### src/inc/intc_regs.svh
/*
 Register indices, field positions, reset values and sequence counts
 of the interrupt latch and arbiter. Assumes a byte-wide register port.
*/
`ifndef INTC_REGS_SVH
`define INTC_REGS_SVH

`define NUM_SRC 22
`define STAT1_IDX 8'h00
`define STAT2_IDX 8'h01
`define STAT3_IDX 8'h02
`define CTRL_IDX 8'h03
`define CTRL_BREAK_CLEAR_ENABLE_BIT 0
`define CTRL_RST 8'h00
`define CTRL_BREAK_CLEAR_ENABLE_RST 1'b0
`define STAT2_RST 8'h00
`define CCR_I_BIT 3
`define STACK_LAST 3'h4
`define VEC_RESET 5'h00
`define VEC_SWI 5'h01
`define VEC_HW_BASE 5'h02

`endif

### src/inc/intc_pkg.sv
/*
 Types shared by the interrupt latch and arbiter and its CPU core.
 Assumes intc_regs.svh is on the include path.
*/
package intc_pkg;

	// signals from the CPU core, all on SYS_CLK
	typedef struct packed {
		logic insn_done;
		logic swi_exec;
		logic rti_exec;
		logic wait_exec;
		logic stop_exec;
		logic mask_set;
		logic mask_clr;
		logic [15:0] pc;
		logic [7:0] acc;
		logic [7:0] idx;
		logic [7:0] ccr;
		logic [7:0] pop_data;
	} cpu_in_t;

	// answers to the CPU core
	typedef struct packed {
		logic stack_push;
		logic stack_pop;
		logic [7:0] stack_data;
		logic vec_valid;
		logic [4:0] vec_sel;
		logic hold;
		logic mask;
	} cpu_out_t;

	typedef enum logic [2:0] {
		ST_IDLE,
		ST_PUSH,
		ST_VEC,
		ST_POP,
		ST_RCHK,
		ST_LOW
	} state_t;

endpackage

### src/rtl/interrupt_latch_and_arbiter.sv
/*
 Interrupt latch and arbiter: latches requests at instruction ends,
 arbitrates by fixed priority, drives stacking and vector selection,
 and guards peripheral flag clearing in break. Assumes the CPU core
 gives one-cycle event pulses and that request lines share SYS_CLK.
*/
`include "intc_regs.svh"
`timescale 1ns/1ps
`default_nettype none

module interrupt_latch_and_arbiter (
	// clock and reset
	input wire logic SYS_CLK,
	input wire logic RST,
	// register port
	input wire logic [7:0] REG_ADDR,
	input wire logic [7:0] REG_WDATA,
	input wire logic REG_WR,
	input wire logic REG_RD,
	output logic [7:0] REG_RDATA,
	// CPU core
	input wire intc_pkg::cpu_in_t CPU_IN,
	output intc_pkg::cpu_out_t CPU_OUT,
	// interrupt sources, bit n-1 is flag n
	input wire logic [`NUM_SRC-1:0] SRC_REQ,
	input wire logic [`NUM_SRC-1:0] SRC_ENA,
	input wire logic BRK_REQ,
	// break flag protection
	output logic FLAG_CLR_OK,
	output logic IN_BREAK
);
	import intc_pkg::*;

	////////////////////////////////////////////////////////////////////////
	// fixed-priority pick: lowest flag number wins

	function automatic logic [4:0] pick(input logic [`NUM_SRC-1:0] v);
		logic [4:0] code;
		code = `VEC_HW_BASE;
		for (int i = `NUM_SRC - 1; i >= 0; i--) begin
			if (v[i]) begin
				code = 5'(i) + `VEC_HW_BASE;
			end
		end
		return code;
	endfunction

	////////////////////////////////////////////////////////////////////////
	// declarations

	state_t state_r;
	logic [2:0] cnt_r;
	logic [4:0] code_r;
	logic [15:0] spc_r;
	logic [7:0] sacc_r;
	logic [7:0] sidx_r;
	logic [7:0] sccr_r;
	logic mask_r;
	logic brk_r;
	logic brk_entry_r;
	logic ccr_due_r;
	logic break_clear_enable_r;
	logic [7:0] rdata_r;
	logic push_r;
	logic pop_r;
	logic [7:0] sdata_r;
	logic vvalid_r;
	logic [4:0] vsel_r;
	logic hold_r;
	logic clr_ok_r;
	logic [`NUM_SRC-1:0] pend;
	logic take;
	logic take_brk;
	logic [4:0] take_code;
	logic [15:0] take_pc;
	logic brk_exit;

	assign pend = SRC_REQ & SRC_ENA;
	assign brk_exit = state_r == ST_POP && cnt_r == `STACK_LAST && brk_entry_r;

	////////////////////////////////////////////////////////////////////////
	// take decision

	always_comb begin
		take = 1'b0;
		take_brk = 1'b0;
		take_code = `VEC_SWI;
		take_pc = CPU_IN.pc;
		case (state_r)
			ST_IDLE: begin
				if (CPU_IN.swi_exec) begin
					take = 1'b1;
				end else if (CPU_IN.insn_done && BRK_REQ) begin
					take = 1'b1;
					take_brk = 1'b1;
				end else if (CPU_IN.insn_done && !mask_r && |pend) begin
					take = 1'b1;
					take_code = pick(pend);
					take_pc = CPU_IN.pc - 16'h0001;
				end
			end
			ST_RCHK, ST_LOW: begin
				if (BRK_REQ) begin
					take = 1'b1;
					take_brk = 1'b1;
				end else if (!mask_r && |pend) begin
					take = 1'b1;
					take_code = pick(pend);
					take_pc = CPU_IN.pc - 16'h0001;
				end
			end
			default: begin
				take = 1'b0;
			end
		endcase
	end

	////////////////////////////////////////////////////////////////////////
	// sequencer

	always_ff @(posedge SYS_CLK) begin
		if (RST) begin
			state_r <= ST_VEC;
			code_r <= `VEC_RESET;
			cnt_r <= 3'h0;
		end else begin
			case (state_r)
				ST_IDLE, ST_RCHK, ST_LOW: begin
					if (take) begin
						state_r <= ST_PUSH;
						code_r <= take_code;
						cnt_r <= 3'h0;
					end else if (state_r == ST_RCHK) begin
						state_r <= ST_IDLE;
					end else if (state_r == ST_IDLE && CPU_IN.rti_exec) begin
						state_r <= ST_POP;
						cnt_r <= 3'h0;
					end else if (state_r == ST_IDLE &&
						(CPU_IN.wait_exec || CPU_IN.stop_exec)) begin
						state_r <= ST_LOW;
					end
				end
				// latched code held until vector issued
				ST_PUSH: begin
					cnt_r <= cnt_r + 3'h1;
					if (cnt_r == `STACK_LAST) begin
						state_r <= ST_VEC;
					end
				end
				ST_VEC: begin
					state_r <= ST_IDLE;
				end
				ST_POP: begin
					cnt_r <= cnt_r + 3'h1;
					if (cnt_r == `STACK_LAST) begin
						state_r <= ST_RCHK;
					end
				end
				default: begin
					state_r <= ST_IDLE;
				end
			endcase
		end
	end

	////////////////////////////////////////////////////////////////////////
	// snapshot of what is stacked
	// high index never captured, software keeps it

	always_ff @(posedge SYS_CLK) begin
		if (RST) begin
			spc_r <= 16'h0000;
			sacc_r <= 8'h00;
			sidx_r <= 8'h00;
			sccr_r <= 8'h00;
		end else if (take) begin
			spc_r <= take_pc;
			sacc_r <= CPU_IN.acc;
			sidx_r <= CPU_IN.idx;
			// stacked mask is the value before entry
			sccr_r <= CPU_IN.ccr;
			sccr_r[`CCR_I_BIT] <= mask_r;
		end
	end

	////////////////////////////////////////////////////////////////////////
	// global mask

	always_ff @(posedge SYS_CLK) begin
		if (RST) begin
			mask_r <= 1'b1;
			ccr_due_r <= 1'b0;
		end else begin
			// popped CCR arrives the cycle after the first pop
			ccr_due_r <= state_r == ST_POP && cnt_r == 3'h1;
			if (take) begin
				mask_r <= 1'b1;
			end else if (ccr_due_r) begin
				mask_r <= CPU_IN.pop_data[`CCR_I_BIT];
			end else if (state_r == ST_IDLE &&
				(CPU_IN.wait_exec || CPU_IN.stop_exec)) begin
				mask_r <= 1'b0;
			end else if (CPU_IN.mask_set) begin
				mask_r <= 1'b1;
			end else if (CPU_IN.mask_clr) begin
				mask_r <= 1'b0;
			end
		end
	end

	////////////////////////////////////////////////////////////////////////
	// CPU-side outputs

	always_ff @(posedge SYS_CLK) begin
		if (RST) begin
			push_r <= 1'b0;
			pop_r <= 1'b0;
			sdata_r <= 8'h00;
			vvalid_r <= 1'b0;
			vsel_r <= `VEC_RESET;
			hold_r <= 1'b0;
		end else begin
			// push order PCL, PCH, X, A, CCR
			push_r <= state_r == ST_PUSH;
			case (cnt_r)
				3'h0: sdata_r <= spc_r[7:0];
				3'h1: sdata_r <= spc_r[15:8];
				3'h2: sdata_r <= sidx_r;
				3'h3: sdata_r <= sacc_r;
				default: sdata_r <= sccr_r;
			endcase
			// pops CCR, A, X, PCH, PCL
			pop_r <= state_r == ST_POP;
			vvalid_r <= state_r == ST_VEC;
			if (state_r == ST_VEC) begin
				vsel_r <= code_r;
			end
			// CPU unclocked until a wake source
			if (state_r == ST_IDLE && !take &&
				(CPU_IN.wait_exec || CPU_IN.stop_exec)) begin
				hold_r <= 1'b1;
			end else if (take) begin
				hold_r <= 1'b0;
			end
		end
	end

	////////////////////////////////////////////////////////////////////////
	// break state and flag protection

	always_ff @(posedge SYS_CLK) begin
		if (RST) begin
			brk_r <= 1'b0;
			brk_entry_r <= 1'b0;
			clr_ok_r <= 1'b1;
		end else begin
			if (take) begin
				brk_entry_r <= take_brk;
			end
			if (take && take_brk) begin
				brk_r <= 1'b1;
			end else if (brk_exit) begin
				brk_r <= 1'b0;
			end
			// no restore, cleared flags stay cleared
			// one gate covers both steps of a clear
			// gate moves with break entry and exit, no stale cycle
			clr_ok_r <= break_clear_enable_r || !((take && take_brk) || (brk_r && !brk_exit));
		end
	end

	////////////////////////////////////////////////////////////////////////
	// register port

	always_ff @(posedge SYS_CLK) begin
		if (RST) begin
			break_clear_enable_r <= `CTRL_BREAK_CLEAR_ENABLE_RST;
		end else if (REG_WR && REG_ADDR == `CTRL_IDX) begin
			break_clear_enable_r <= REG_WDATA[`CTRL_BREAK_CLEAR_ENABLE_BIT];
		end
	end

	always_ff @(posedge SYS_CLK) begin
		if (RST) begin
			rdata_r <= `STAT2_RST;
		end else if (REG_RD) begin
			case (REG_ADDR)
				`STAT1_IDX: rdata_r <= {SRC_REQ[5:0], 2'b00};
				// flag 14 at bit 7 to 7 at 0
				`STAT2_IDX: rdata_r <= SRC_REQ[13:6];
				`STAT3_IDX: rdata_r <= SRC_REQ[21:14];
				`CTRL_IDX: rdata_r <= {7'h00, break_clear_enable_r};
				default: rdata_r <= 8'h00;
			endcase
		end else begin
			rdata_r <= 8'h00;
		end
	end

	////////////////////////////////////////////////////////////////////////
	// output wiring, all from flops

	assign REG_RDATA = rdata_r;
	assign CPU_OUT.stack_push = push_r;
	assign CPU_OUT.stack_pop = pop_r;
	assign CPU_OUT.stack_data = sdata_r;
	assign CPU_OUT.vec_valid = vvalid_r;
	assign CPU_OUT.vec_sel = vsel_r;
	assign CPU_OUT.hold = hold_r;
	assign CPU_OUT.mask = mask_r;
	assign FLAG_CLR_OK = clr_ok_r;
	assign IN_BREAK = brk_r;

endmodule

`default_nettype wire

### config.mk
export PLATFORM = sky130hd
export DESIGN_NAME = interrupt_latch_and_arbiter
export DESIGN_NICKNAME = d
export VERILOG_FILES = /design/src/inc/intc_pkg.sv /design/src/rtl/interrupt_latch_and_arbiter.sv
export VERILOG_INCLUDE_DIRS = /design/src /design/src/inc
export SDC_FILE = /design/constraint.sdc
export NUM_CORES = 1
export LEC_CHECK = 0
export ABC_CLOCK_PERIOD_IN_PS = 4000
export BUFFER_PORTS_ARGS = -buffer_cell sky130_fd_sc_hd__buf_2
export CORE_MARGIN = 2
export CORE_UTILIZATION = 54
export CTS_CLUSTER_SIZE = 20
export DETAILED_ROUTE_END_ITERATION = 8
export PLACE_DENSITY_LB_ADDON = 0.08
export SLEW_MARGIN = 40
export SYNTH_ARGS = -nofsm -noshare
export SYNTH_HDL_FRONTEND = slang
export SYNTH_SLANG_ARGS = --single-unit
### constraint.sdc
create_clock -name SYS_CLK -period 4 [get_ports SYS_CLK]
set_input_delay 0.4 -clock SYS_CLK [delete_from_list [all_inputs] [get_ports SYS_CLK]]
set_output_delay 0.4 -clock SYS_CLK [all_outputs]
set_load 0.005 [all_outputs]
==> metrics.yaml <==
run_status:
  status: "finished clean"
routing:
  wire_per_inst_microns: 15.2
  vias: 4286
  ant_nets: 0
  firstDrtPassIters: 7
  drt-total-wl_mm: 11.1
  dr.first_iter.drc_count: 301
  drcViolationCount: 0
  via_per_inst: 5.85
floorplanning:
  die_y_microns: 92.2
  die_w_microns: 92.2
  row_count: 32
  initial_core_util_pct: 55.0
  core_sq_um: 7650
  io_pins: 148
  die_area_sq_um: 8500
global_route:
  grt_pass1_vias: 3923
  antenna_found_initial: 0
  grt_overflow: 0
  grt_pass1_wl_mm: 18.5
  grt_use_total_pct: 26.8
  grt_max_degree: 47
worst_setup_path:
  reg2reg_from: "state_r[0]$_SDFFE_PP0P_"
  cp_max_fo: 16
  crit_start: "state_r[0]$_SDFFE_PP0P_"
  worstSetupPathType: "flip-flop to flip-flop"
  cp.arrival_ns: 2.64
  critPathLaunchType: "flip-flop"
  end_kind: "flip-flop"
  required_ns: 4.22
cells_and_area:
  antennaDiodeCount: 0
  fillers: 676
  area_delta_synth_final_pct: 20.7
  final_cells: 733
  nets: 752
  drive_gt1_share_pct: 26.8
  area.sequential_sq_um: 1640
  utilization_pct: 66.3
  multiInputGateArea_sq_um: 2320
clock_tree:
  cts-root-buf: "clkbuf_8"
  cts_setup_buffers: 0
  ctsHoldBuffers: 0
  h-tree-depth: 3
  clk_path_buf_depth: 2
  cts.sinks: 82
  tritoncts: "yes"
  worstSkewPairLatency_ns: 0.35
  post_cts_resized: 0
  cts_buffers: 9
  clkSlewWorstSetupHoldPaths_ns: 0.10
sta:
  hold_violations: 0
  final_max_slew_viol_count: 0
  min_period_over_period_pct: 60.6
  finalSetupViolations: 0
  fmax_mhz: 413
  fin_crit_ns: 2.42
  rsz0062_at_grt: "false"
  clock_skew_ns: 0.0153
  maxSlewHeadroom_pct: 48.2
  timing.setup.tns_ns: 0
  tightestPinTransition_ns: 0.775
job:
  cap_violations: 0
placement:
  dpl.hpwl_mm: 8.41
  routabilityCongestion: 0.834
  port-buffer-count: 132
  placed_cells: 717
logic_synthesis:
  synthFlopType: "dfxtp_1"
  postSynth.asyncResetShare_pct: 0
  ys_ff_latch: 82
  yosysWarnings: 0
  synth_edf_count: 0
  synth_area_sq_um: 4200
  syn_area_per_cell_sq_um: 8.10
  ys_seq_area_share_pct: 39.1
  syn_inst: 519
  synth_cell_type_count: 59
  synth_nets: 645
pwr:
  power_density_nw_per_um2: 403
  vdd_drop_max_v: 0.000218
  leakage_nw: 2.10
hold_path:
  min_path_type: "input pin to flip-flop"
  hold_start: "CPU_IN[28]"
worst max-delay path, stage by stage, from the launching register on:
cell and delay (ns):
dfxtp_1 0.49, or3_1 0.49, a211oi_1 0.26, a31oi_1 0.07, a2111oi_1 0.61, a21oi_1 0.08
a32oi_1 0.24, nor2_1 0.06
layout by cell type, fill, tap and decap left out, types with 11 or more instances in the layout:
| master | instances |
|---|---|
| a21oi_1 | 50 |
| a22oi_1 | 11 |
| buf_2 | 132 |
| dfxtp_1 | 82 |
| inv_1 | 11 |
| mux2i_1 | 11 |
| nand2_1 | 84 |
| nor2_1 | 73 |
| o21ai_0 | 16 |
registers in the layout (all words and copies together), names as in the netlist, 3 cells and up:
name,count
code_r,5
sacc_r,8
state_r,3
sidx_r,8
cnt_r,3
sdata_r,8
spc_r,16
sccr_r,8
REG_RDATA,8
vsel_r,5
cell families (layout without fill, tap and decap cells):
kind of cell	after synthesis	in the layout	share of synthesized area (%)
flip-flops	82	82	39.1
buffers and inverters	50	162	5.98
AO/OA/AOI/OAI	154	154	27.1
AND/OR/NAND/NOR	214	214	22.9
multiplexers	13	13	3.16
adder cells (fa/ha/maj)	6	6	1.79
where the power goes:
| part | total [mW] | internal (mW) | leakage [nW] | switching (mW) |
|---|---|---|---|---|
| Combinational | 0.383 | 0.160 | 1.30 | 0.223 |
| Sequential | 0.910 | 0.870 | 0.668 | 0.0404 |
| Clock | 0.750 | 0.427 | 0.129 | 0.323 |
| Total | 2.04 | 1.46 | 2.10 | 0.587 |
Yosys cell counts (3+ instances only):
cell type | number | area, sq um
a222oi_1 | 9 | 90.1
nor3_2 | 5 | 50.1
a32oi_1 | 7 | 61.3
a311oi_1 | 4 | 35.0
a221oi_1 | 9 | 78.8
buf_4 | 5 | 37.5
o21ai_0 | 16 | 80.1
or3_1 | 7 | 43.8
o211ai_1 | 4 | 30.0
buf_1 | 6 | 22.5
o311ai_0 | 4 | 35.0
inv_1 | 11 | 41.3
a22oi_1 | 11 | 82.6
nand2b_1 | 4 | 25.0
buf_2 | 6 | 30.0
nor3_1 | 9 | 45.0
dfxtp_1 | 82 | 1640
ha_1 | 6 | 75.1
clkbuf_1 | 17 | 63.8
nor2b_1 | 6 | 37.5
a31oi_1 | 10 | 62.6
nand3_1 | 7 | 35.0
nor2_1 | 73 | 274
nor4_1 | 5 | 31.3
a211oi_1 | 5 | 37.5
a21oi_1 | 50 | 250
buf_6 | 5 | 56.3
nand2_1 | 84 | 315
mux2i_1 | 11 | 110
or4_1 | 3 | 22.5
layout make-up:
| cell class | count | area share (%) |
|---|---|---|
| clock buffers | 9 | 2.44 |
| clock inverters | 7 | 2.66 |
| inverters | 11 | 0.814 |
| multi-input cells | 387 | 45.7 |
| flip-flops and latches | 82 | 32.4 |
| well taps | 102 | 2.52 |
| repair buffers | 135 | 13.5 |
metal layers:
layer  GRT usage [%]  vias to the layer above  wire, microns
li1                -                     2103              -
met1            37.3                     1983           5040
met2            41.8                      185           5070
met3            5.42                       15            877
met4            8.21                        0            159
met5               0                        -              0
path summary, 6_finish.rpt:
kind | endpoint | slack (ns) | depth (start not counted)
setup / recovery | state_r[2]$_SDFFE_PP0P_ | 1.58 | 7
hold / removal | sacc_r[4]$_SDFFE_PP0P_ | 0.27 | 3
setup reg to reg | state_r[2]$_SDFFE_PP0P_ | 1.58 | 7
hold reg to reg | sidx_r[3]$_SDFFE_PP0P_ | 0.46 | 2
stage by stage:
step | instance area (sq um) | setup slack, ns | hold slack, ns | power (mW)
after floorplan | 4200 | 1.85 | 0.421 | 1.18
after global placement | 4800 | 1.47 | 0.442 | 1.30
after detailed placement | 4810 | 1.34 | 0.446 | 1.31
after CTS | 5070 | 1.58 | 0.263 | 2.05
after global routing | 5070 | 1.39 | 0.266 | 2.14
final | 5070 | 1.58 | 0.271 | 2.04
(Power assumes the default switching activity.)
